===== src/rtl/irq_out_defines.svh =====
`ifndef IRQ_OUT_DEFINES_SVH
`define IRQ_OUT_DEFINES_SVH
`define OFS_CHIP_IDENTITY_REVISION 8'h50
`define OFS_IRQ_CONFIG 8'h54
`define OFS_INT_STATUS 8'h58
`define OFS_INT_ENABLE 8'h5c
`define OFS_BYTE_TEST 8'h64
`define OFS_FIFO_LEVEL 8'h68
`define FIFO_LEVEL_RESET 32'h48000000
`define BYTE_TEST_VALUE 32'h87654321
`define REVISION_VALUE 16'h0000
`define CHIP_ID_DEFAULT 16'h5a5a
`define HOLDOFF_HI 31
`define HOLDOFF_LO 24
`define BIT_RESTART 14
`define BIT_ACTIVE 13
`define BIT_MASTER 12
`define BIT_OUT_EN 8
`define BIT_POLARITY 4
`define BIT_PUSH_PULL 0
`define BIT_POWER_EVENT 17
`define CLK_NS 40
`define STEP_NS 10000
`define STEP_CYCLES ((`STEP_NS) / (`CLK_NS))
`endif


===== src/rtl/irq_out_pkg.sv =====
package irq_out_pkg;
   typedef enum logic [0:0] {
      HOLD_IDLE,
      HOLD_RUN
   } hold_state_e;
endpackage


===== src/rtl/host_interrupt_output_control.sv =====
`timescale 1ns/10ps
`include "irq_out_defines.svh"
module host_interrupt_output_control #(
   parameter logic [15:0] CHIP_ID = `CHIP_ID_DEFAULT // arbitrary value
) (
   input wire logic clk, // 25 MHz clock
   input wire logic reset_n, // hardware reset, synchronous, active low
   input wire logic soft_reset, // software reset pulse
   input wire logic [7:0] addr, // byte offset
   input wire logic [31:0] wdata, // write data
   input wire logic wr_en, // write strobe, one cycle
   input wire logic rd_en, // read strobe, one cycle
   output logic [31:0] rdata, // read data, registered
   input wire logic [31:0] event_set, // interrupt source pulses
   output logic irq_out, // pin output level
   output logic irq_oe // pin output enable
);
   logic [31:0] status_r;
   logic [31:0] enable_r;
   logic [31:0] fifo_level_r;
   logic [7:0] holdoff_interval_r;
   logic out_en_r;
   logic intr_output_polarity_r;
   logic push_pull_r;
   logic [7:0] steps_r;
   irq_out_pkg::hold_state_e state_r;
   logic tick;
   logic master;
   logic master_gated;
   logic pin_asserted;
   logic pin_asserted_r;
   logic wr_cfg;
   logic restart;
   logic interval_zero;
   logic wr_status;
   logic zero_write;
   logic holding;
   logic held_pending;
   logic power_pending;
   logic pin_fell;
   logic step_run;
   logic [31:0] held_mask;
   logic [31:0] cfg_word;

   // every source except the power event obeys the hold-off
   for (genvar b = 0; b < 32; b++) begin : g_held_mask
      assign held_mask[b] = (b != `BIT_POWER_EVENT);
   end

   assign wr_cfg = wr_en && (addr == `OFS_IRQ_CONFIG);
   assign wr_status = wr_en && (addr == `OFS_INT_STATUS);
   assign restart = wr_cfg && wdata[`BIT_RESTART];
   assign zero_write = wr_cfg && (wdata[`HOLDOFF_HI:`HOLDOFF_LO] == 8'h00);
   assign interval_zero = (holdoff_interval_r == 8'h00);
   assign holding = (state_r == irq_out_pkg::HOLD_RUN);

   // master line, ungated by output enable or hold-off
   assign master = |(status_r & enable_r);
   assign held_pending = |(status_r & enable_r & held_mask);
   // power event passes even during an interval
   assign power_pending = status_r[`BIT_POWER_EVENT] && enable_r[`BIT_POWER_EVENT];
   assign master_gated = (held_pending && !holding) || power_pending;
   assign pin_asserted = out_en_r && master_gated;
   assign pin_fell = pin_asserted_r && !pin_asserted;
   // tick counter held clear in the restart cycle, so the fresh interval runs full length
   assign step_run = holding && !restart;

   always_ff @(posedge clk) begin
      if (!reset_n || soft_reset) begin
         status_r <= 32'h00000000;
      end else begin
         // set wins over write-one-to-clear
         if (wr_status) begin
            status_r <= (status_r & ~wdata) | event_set;
         end else begin
            status_r <= status_r | event_set;
         end
      end
   end

   always_ff @(posedge clk) begin
      if (!reset_n || soft_reset) begin
         enable_r <= 32'h00000000;
         fifo_level_r <= `FIFO_LEVEL_RESET;
      end else if (wr_en && addr == `OFS_INT_ENABLE) begin
         enable_r <= wdata;
      end else if (wr_en && addr == `OFS_FIFO_LEVEL) begin
         fifo_level_r <= wdata;
      end
   end

   always_ff @(posedge clk) begin
      if (!reset_n || soft_reset) begin
         holdoff_interval_r <= 8'h00;
         out_en_r <= 1'b0;
      end else if (wr_cfg) begin
         holdoff_interval_r <= wdata[`HOLDOFF_HI:`HOLDOFF_LO];
         out_en_r <= wdata[`BIT_OUT_EN];
      end
   end

   // soft reset deliberately absent: these bits survive it
   always_ff @(posedge clk) begin
      if (!reset_n) begin
         intr_output_polarity_r <= 1'b0;
         push_pull_r <= 1'b0;
      end else if (wr_cfg) begin
         intr_output_polarity_r <= wdata[`BIT_POLARITY];
         push_pull_r <= wdata[`BIT_PUSH_PULL];
      end
   end

   // resets to the deasserted level, so no false fall follows a reset
   always_ff @(posedge clk) begin
      if (!reset_n || soft_reset) begin
         pin_asserted_r <= 1'b0;
      end else begin
         pin_asserted_r <= pin_asserted;
      end
   end

   step_tick u_tick (
      .clk(clk),
      .reset_n(reset_n),
      .run(step_run),
      .tick(tick)
   );

   // hold-off interval sequencer
   always_ff @(posedge clk) begin
      if (!reset_n || soft_reset) begin
         state_r <= irq_out_pkg::HOLD_IDLE;
         steps_r <= 8'h00;
      end else if (zero_write) begin
         // a zero field cancels even a restart in the same write
         state_r <= irq_out_pkg::HOLD_IDLE;
         steps_r <= 8'h00;
      end else if (restart) begin
         state_r <= irq_out_pkg::HOLD_RUN;
         steps_r <= 8'h00;
      end else begin
         unique case (state_r)
            irq_out_pkg::HOLD_IDLE: begin
               // falling pin starts an interval with current field
               if (pin_fell && !interval_zero) begin
                  state_r <= irq_out_pkg::HOLD_RUN;
                  steps_r <= 8'h00;
               end
            end
            irq_out_pkg::HOLD_RUN: begin
               if (tick) begin
                  if (steps_r + 8'h01 >= holdoff_interval_r) begin
                     state_r <= irq_out_pkg::HOLD_IDLE;
                     steps_r <= 8'h00;
                  end else begin
                     steps_r <= steps_r + 8'h01;
                  end
               end
            end
         endcase
      end
   end

   // pin flops keep decode glitches off a wired-or line, at one cycle of latency
   always_ff @(posedge clk) begin
      if (!reset_n) begin
         irq_oe <= 1'b0;
         irq_out <= 1'b0;
      end else if (push_pull_r) begin
         irq_oe <= 1'b1;
         irq_out <= pin_asserted ? intr_output_polarity_r : !intr_output_polarity_r;
      end else begin
         // open drain: pull low when asserted, release otherwise
         irq_oe <= pin_asserted;
         irq_out <= 1'b0;
      end
   end

   // restart bit reads back zero since it clears itself
   always_comb begin
      cfg_word = 32'h00000000;
      cfg_word[`HOLDOFF_HI:`HOLDOFF_LO] = holdoff_interval_r;
      cfg_word[`BIT_ACTIVE] = holding;
      cfg_word[`BIT_MASTER] = master;
      cfg_word[`BIT_OUT_EN] = out_en_r;
      cfg_word[`BIT_POLARITY] = intr_output_polarity_r;
      cfg_word[`BIT_PUSH_PULL] = push_pull_r;
   end

   always_ff @(posedge clk) begin
      if (!reset_n) begin
         rdata <= 32'h00000000;
      end else if (rd_en) begin
         unique case (addr)
            `OFS_CHIP_IDENTITY_REVISION: rdata <= {CHIP_ID, `REVISION_VALUE};
            `OFS_IRQ_CONFIG: rdata <= cfg_word;
            `OFS_INT_STATUS: rdata <= status_r;
            `OFS_INT_ENABLE: rdata <= enable_r;
            `OFS_BYTE_TEST: rdata <= `BYTE_TEST_VALUE;
            `OFS_FIFO_LEVEL: rdata <= fifo_level_r;
            // reserved and unmapped offsets read as zero
            default: rdata <= 32'h00000000;
         endcase
      end
   end
endmodule


===== src/rtl/step_tick.sv =====
`timescale 1ns/10ps
`include "irq_out_defines.svh"
// emits one pulse every ten microseconds while running
module step_tick (
   input wire logic clk, // 25 MHz clock
   input wire logic reset_n, // synchronous reset, active low
   input wire logic run, // count while high, clear otherwise
   output logic tick // one-cycle pulse per step
);
   logic [8:0] cnt_r;
   always_ff @(posedge clk) begin
      if (!reset_n || !run) begin
         cnt_r <= 9'h000;
      end else if (cnt_r == 9'(`STEP_CYCLES - 1)) begin
         cnt_r <= 9'h000;
      end else begin
         cnt_r <= cnt_r + 9'h001;
      end
   end
   assign tick = run && (cnt_r == 9'(`STEP_CYCLES - 1));
endmodule


===== config.mk =====
export PLATFORM = sky130hd
export DESIGN_NAME = host_interrupt_output_control
export DESIGN_NICKNAME = d
export VERILOG_FILES = /design/src/rtl/irq_out_pkg.sv /design/src/rtl/host_interrupt_output_control.sv /design/src/rtl/step_tick.sv
export VERILOG_INCLUDE_DIRS = /design/src /design/src/rtl
export SDC_FILE = /design/constraint.sdc
export NUM_CORES = 1
export LEC_CHECK = 0
export ABC_AREA = 1
export BUFFER_PORTS_ARGS = -buffer_cell sky130_fd_sc_hd__buf_4
export CAP_MARGIN = 20
export CORE_UTILIZATION = 40
export CTS_CLUSTER_DIAMETER = 100
export CTS_CLUSTER_SIZE = 24
export DETAILED_ROUTE_END_ITERATION = 7
export PLACE_DENSITY = 0.69
export SYNTH_ARGS = -nofsm -noshare
export SYNTH_HDL_FRONTEND = slang
export SYNTH_SLANG_ARGS = --single-unit

===== constraint.sdc =====
create_clock -name clk -period 2.9 [get_ports clk]
set_clock_uncertainty 0.2 [all_clocks]
set_input_delay 0.145 -clock clk [delete_from_list [all_inputs] [get_ports clk]]
set_output_delay 0.145 -clock clk [all_outputs]
set_load 0.005 [all_outputs]

==> results.ini, run 1 <==
[worst_setup_path]
crit_chain = nand2_1, nor3_1, nand3_1, and2_1, ha_1, nand2_1, nor2_1, nand4_1, nand3_1, inv_1, o21ai_0, a21oi_1
end_kind = register
critPathBufInv = 1
cp-start-kind = register
cp_slowest_cell = dfxtp_1
crit_fanout = 9
slowest_delay_ns = 0.42
critPathTopFamily = simple AND/OR/NAND/NOR gates
arrival_ns = 2.62
crit_cells = 12
cp.required_ns = 3.02
path_class = reg2reg
ff2ff_path_depth = 12

[routing]
first_pass_iters = 7
vias = 7757
drc_errors = 14
wl_per_cell_um = 15.30
vias_per_cell = 5.189
drt-total-wl_mm = 22.87
drt_iter0_markers = 540
ant_nets = 0

[power_and_ir_drop]
swShare_pct = 23.47
power_uw = 4744
power_frac_seq_pct = 47.2
clkPwrFrac_pct = 44.9
combPwrFrac_pct = 7.9
p_per_area_nw_per_um2 = 477.3
total_leakage_power_uw = 0.004063
max-vdd-ir-drop_mv = 0.4335
p_switching_uw = 1113
intPower_uw = 3631

[synthesis]
yosys_warnings = 0
syn-num-nets = 1148
synth_seq_cells = 160
yosysSeqAreaShare_pct = 43.22
synth_area_leaders = dfxtp_1 (43%), nand2_1 (15%), a21oi_1 (9.3%)
yosysTopAreaCell = dfxtp_1
synth_area_um2 = 7411
synth_top_area_share_pct = 43.22
synth_cell_type_count = 36
synth_cells = 1060
syn_avg_cell_area_um2 = 6.991

[placement]
pre_cts_slack_ns = 0.3997
routabilityCongestion = 0.8616
port_buffers = 110
hpwl_mm = 14.51

[clock_tree]
clock-sinks = 160
numCtsBuffers = 17
cts_tree = yes
insertion_delay_ns = 0.43
clk_path_buf_depth = 2
clk_pin_slew_ns = 0.06
cts_resized = 0
clk_root_buffer_cell = clkbuf_16
cts_setup_buffers = 0
htree_num_levels = 4

[timing]
finalCritPeriodShare_pct = 86.49
min_period_ns = 2.508
setup_viol = 0
rsz0062_at_grt = no
fmax_ghz = 0.3987
report.final.slew_viol_count = 0
worst_slack_ns = 0.3918
fin_tns_setup_ns = 0
finalHoldViolations = 0
tightest_slew_ns = 0.6448
relSlewSlack_pct = 56.96

[floorplanning]
boundaryPins = 111
die_y_um = 138.1
initial_core_util_pct = 40.98
core-area_um2 = 18090
rows = 49
die_w_um = 138.1
dieArea_um2 = 19080

[final_layout]
drive_gt1_share_pct = 15.40
layout.nets = 1341
syn_to_final_growth_pct = 34.12
diodes = 0
num-fill-cells = 1685

[run_status]
violations = design-rule violations
status = finished, violations left

[grt]
gr-usage-met2_pct = 42.08
first_global_vias = 7429
grt_pass1_wl_mm = 37.42
overflow = 0
track_usage_pct = 24.72
busiest_layer = met2
met1_usage_pct = 30.90
use_met3_pct = 4.815
grt_start_max_net_pins = 42
antenna_found_initial = 0

[run]
maxCapViolCount = 0

[hold_path]
min_path_type = in2reg
hold_depth = 3

==> repair_timing <==
item                                    4_1_cts  5_1_grt
endpoints found under the setup margin        0        0
endpoints found under the hold margin       109        0
hold buffers                                 99        0
==> power by group through the flow <==
stage,sequential [uW],combinational [uW],clock (uW)
5_1_grt,2240,405,2250
2_1_floorplan,2280,104,0
3_3_place_gp,2290,253,0
6_report,2240,376,2130
4_1_cts,2240,367,2150
3_5_place_dp,2290,253,0
==> worst paths after layout <==
check / from / end / slack (ns)
hold reg to reg: enable_r[31] / enable_r[31] / 0.26
hold / removal: wr_en / enable_r[28] / 0.03
setup reg to reg: steps_r[3] / holding / 0.39
setup / recovery: steps_r[3] / holding / 0.39
==> cells in the final DEF (no fill, tap or decap), drive strengths merged, types with 3 or more instances in the layout <==
cell,Yosys,final
a21oi,146,146
dlygate4sd3,0,99
dfxtp,160,160
ha,11,11
clkbuf,34,21
nand3,124,124
a211oi,7,7
nor2,93,93
clkinvlp,0,4
xor2,6,6
nand2,303,303
buf,23,132
nor3,8,8
o21ai,52,52
xnor2,3,3
clkinv,2,8
nand4,8,8
inv,70,70
==> synth_stat cells <==
master    instances
buf_2             8
nor4_1            2
nand2_2           8
clkinv_2          1
nand3_1         123
nor3_4            2
buf_6             9
o21a_1            2
inv_1            63
nor3_1            4
dfxtp_1         160
clkbuf_1         34
nor3b_1           1
or2_2             1
a211oi_1          7
xnor2_1           3
nor2_4            1
nor3_2            2
a21oi_1         137
o21ai_1           3
o31ai_1           1
a21oi_2           9
ha_1             11
o21ai_0          49
clkinv_1          1
nand3_2           1
nand4_1           8
buf_1             3
inv_2             7
buf_4             3
nand2_1         294
nor2_1           92
nand2_4           1
xor2_1            6
o211ai_1          2
and2_1            1
==> state kept, by name, indices dropped and copies added, names as in the netlist <==
| register | count |
|---|---|
| pin_asserted_r | 1 |
| holding | 1 |
| irq_out | 1 |
| status_r | 32 |
| fifo_level_r | 32 |
| rdata | 32 |
| enable_r | 32 |
| steps_r | 8 |
| u_tick.cnt_r | 9 |
| irq_oe | 1 |
| intr_output_polarity_r | 1 |
| push_pull_r | 1 |
| holdoff_interval_r | 8 |
| out_en_r | 1 |
==> worst min-delay path: stages <==
cell	delay, ns
buf_4	0.25
nand3_1	0.14
a21oi_1	0.06
==> cell families after synthesis <==
| logic type | share of synthesized area (%) |
|---|---|
| AO/OA/AOI/OAI | 15.04 |
| AND/OR/NAND/NOR | 31.07 |
| buffers and inverters | 7.749 |
| flip-flops | 43.22 |
| XOR/XNOR | 1.064 |
| adder cells (fa/ha/maj) | 1.857 |
==> cell type report <==
type | instances | area [um^2] | area share, %
Clock buffer | 21 | 460.4 | 4.632
Clock inverter | 11 | 90.09 | 0.9063
Inverter | 72 | 271.5 | 2.732
Multi-Input combinational cell | 771 | 3633 | 36.56
Sequential cell | 160 | 3203 | 32.23
Tap cell | 229 | 286.5 | 2.883
Timing Repair Buffer | 231 | 1994 | 20.07
==> per-layer routing <==
layer	vias up	part of all wire, %
met5	-	0
li1	3854	-
met1	3626	44
met2	240	48
met4	0	2.3
met3	37	5.4
==> through the flow <==
| step | hold slack, ns | instances | utilization (%) | cell area, um^2 |
|---|---|---|---|---|
| 5_1_grt | 0.02354 | 1495 | 54.96 | 9940 |
| 4_1_cts | 0.007721 | 1495 | 54.96 | 9940 |
| 6_report | 0.02594 | 1495 | 54.96 | 9940 |
| 3_3_place_gp | 0.1503 | 1364 | 46.43 | 8398 |
| 2_1_floorplan | 0.06243 | 1060 | - | 7411 |
| 3_5_place_dp | 0.1562 | 1364 | 46.43 | 8398 |
No activity file was read; power rests on OpenSTA's default activity.
==> inputs of run 2 (changes only) <==
--- a/config.mk
+++ b/config.mk
@@ -13,7 +13,7 @@
 export CTS_CLUSTER_DIAMETER = 100
 export CTS_CLUSTER_SIZE = 24
 export DETAILED_ROUTE_END_ITERATION = 7
-export PLACE_DENSITY = 0.69
+export PLACE_DENSITY = 0.61
 export SYNTH_ARGS = -nofsm -noshare
 export SYNTH_HDL_FRONTEND = slang
 export SYNTH_SLANG_ARGS = --single-unit
==> run 2 against run 1 <==
The flow still finishes with violations (design-rule violations). Cell area increased by 0.69%. Clock power increased by 7%. Sequential share of layout area decreased by 0.22 points. Combinational power is essentially flat. Critical path depth stayed put. Wire length grew 0.49%. Worst setup slack lost 0.013 ns. Sequential power about the same. Via count shrank 1.4%. Register-to-register slack about the same. Critical path type unchanged. Critical endpoint is now steps_r[4]. Largest power group is now clock.
==> results.ini, run 2 (synthesized netlist as in run 1, its figures left out) <==
[run_status]
status = finished, violations left
violations = design-rule violations

[final_layout]
seqCellArea_um2 = 3203  ; unchanged
num-fill-cells = 1727  ; +2.5%
diodes = 0  ; unchanged
mostFrequentLayoutCells = nand2_1 (294), dfxtp_1 (160), a21oi_1 (137)
layout_commonest_cell = nand2_1
syn_to_final_growth_pct = 35.05
stdcell_area_um2 = 10010  ; +0.69%
drive_gt1_share_pct = 15.62  ; +0.21 points
layout.nets = 1343  ; +0.15%
multi_input_area_um2 = 3633  ; unchanged

[worst_setup_path]
arrival_ns = 2.68  ; +0.06 ns
cp-start-kind = register
crit_path_end = steps_r[4]
crit_cells = 12  ; unchanged
r2r_slack_ns = 0.38  ; about the same
reg2reg_to = steps_r[4]
startpoint = steps_r[0]
cp_slowest_cell = dfxtp_1
r2r-start = steps_r[0]
cp.required_ns = 3.06  ; +0.04 ns
ff2ff_path_depth = 12  ; unchanged
slowest_delay_ns = 0.37  ; -0.05 ns
end_kind = register
critPathTopFamily = simple AND/OR/NAND/NOR gates
crit_fanout = 9  ; unchanged
cp_common_cell = nor2_1
critPathBufInv = 0  ; -1
path_class = reg2reg
crit_chain = ha_1, nand3_1, nor3_1, xor2_1, ha_1, nand2_1, nor2_1, nand4_1, nand3_1, nor2_1, a21oi_1, nor2_1

[timing]
fmax_ghz = 0.3967  ; -0.50%
setup_viol = 0  ; unchanged
tightest_slew_ns = 0.7818  ; +0.1370 ns
rsz0062_at_grt = no
finalHoldViolations = 0  ; unchanged
finalCritPeriodShare_pct = 86.93  ; +0.44 points
relSlewSlack_pct = 47.80  ; -9.2 points
report.final.slew_viol_count = 0  ; unchanged
fin_tns_setup_ns = 0  ; unchanged
min_period_ns = 2.521  ; +0.01270 ns

[routing]
wl_per_cell_um = 15.35  ; +0.36%
drc_errors = 16  ; +2
drt-total-wl_mm = 22.98  ; +0.49%
vias_per_cell = 5.110  ; -1.5%
first_pass_iters = 7  ; unchanged
drt_iter0_markers = 508  ; -5.9%
vias = 7649  ; -1.4%
ant_nets = 0  ; unchanged

[clock_tree]
cts_tree = yes
clk_path_buf_depth = 2  ; unchanged
clk_root_buffer_cell = clkbuf_16
clock-sinks = 160  ; unchanged
htree_num_levels = 4  ; unchanged
numCtsBuffers = 17  ; unchanged
cts_resized = 0  ; unchanged
insertion_delay_ns = 0.43  ; about the same
clk_pin_slew_ns = 0.06  ; about the same

[run]
maxCapViolCount = 0  ; unchanged

[floorplanning]
rows = 49  ; unchanged
die_y_um = 138.1  ; unchanged
die_w_um = 138.1  ; unchanged
core-area_um2 = 18090  ; unchanged
dieArea_um2 = 19080  ; unchanged
initial_core_util_pct = 40.98  ; unchanged
boundaryPins = 111  ; unchanged

[grt]
antenna_found_initial = 0  ; unchanged
busiest_layer = met2
gr-usage-met2_pct = 42.35  ; +0.27 points
grt_pass1_wl_mm = 37.43  ; about the same
track_usage_pct = 24.73  ; about the same
use_met3_pct = 3.429  ; -1.4 points
overflow = 0  ; unchanged
first_global_vias = 7153  ; -3.7%
grt_start_max_net_pins = 43  ; +2.4%
met1_usage_pct = 32.69  ; +1.8 points

[placement]
post_dp_cell_area_um2 = 8406  ; about the same
hpwl_mm = 14.61  ; +0.68%
routabilityCongestion = 0.8198  ; -4.9%
port_buffers = 110  ; unchanged

[power_and_ir_drop]
total_leakage_power_uw = 0.004109  ; +1.1%
p_per_area_nw_per_um2 = 488.8  ; +2.4%
max-vdd-ir-drop_mv = 0.4062  ; -6.3%
power_uw = 4892  ; +3.1%

[hold_path]
min_path_type = in2reg

## run 2: worst min-delay path by stage
| stage | depth (start not counted) | to | from | slack [ns] |
|---|---|---|---|---|
| 6_report | 4 | rdata[26] | rd_en | 0.12 |
| 5_1_grt | 4 | rdata[21] | rd_en | 0.14 |
| 4_1_cts | 4 | rdata[24] | rd_en | 0.10 |
| 3_5_place_dp | 3 | status_r[6] | event_set[6] | 0.16 |
| 3_3_place_gp | 3 | status_r[22] | event_set[22] | 0.15 |
| 2_1_floorplan | 2 | status_r[0] | event_set[0] | 0.06 |
## run 2: where the power goes
part	internal, uW	switching (uW)	total [uW]
Combinational	197	181	378
Sequential	2220	18.9	2240
Clock	1380	899	2270
Total	3790	1100	4890
## run 2: through the flow
| stage | setup WS [ns] | hold WS (ns) | instances | util [%] |
|---|---|---|---|---|
| floorplan | 0.6684 | 0.06243 | 1060 | - |
| global placement | 0.3961 | 0.1503 | 1365 | 46.48 |
| detailed placement | 0.3701 | 0.1551 | 1365 | 46.48 |
| CTS | 0.3534 | 0.1040 | 1497 | 55.34 |
| global route | 0.09784 | 0.1357 | 1497 | 55.34 |
| finish | 0.3791 | 0.1151 | 1497 | 55.34 |
## run 2: cell type report
type / count / share of cell area (%)
well taps: 229 / 2.863
multi-input cells: 771 / 36.30
clock inverters: 10 / 1.075
repair buffers: 233 / 20.10
inverters: 72 / 2.713
flip-flops and latches: 160 / 32.00
clock buffers: 22 / 4.938
## run 2: metal layers
metal  part of all wire, %  up-vias
met2                    48      208
met1                    46     3563
li1                      -     3859
met5                     0        -
met4                   1.0        0
met3                   5.2       19
## run 2: what timing repair did
action	4_1_cts	5_1_grt
setup buffers	0	0
hold buffers	100	0
endpoints found under the hold margin	109	0
setup endpoints to repair	0	0
## run 2: worst reg2reg max path: stages (launching register included)
cell and delay (ns):
dfxtp_1 0.37, ha_1 0.21, nand3_1 0.12, nor3_1 0.19, xor2_1 0.22, ha_1 0.26, nand2_1 0.08, nor2_1 0.06
nand4_1 0.06, nand3_1 0.29, nor2_1 0.21, a21oi_1 0.06, nor2_1 0.11
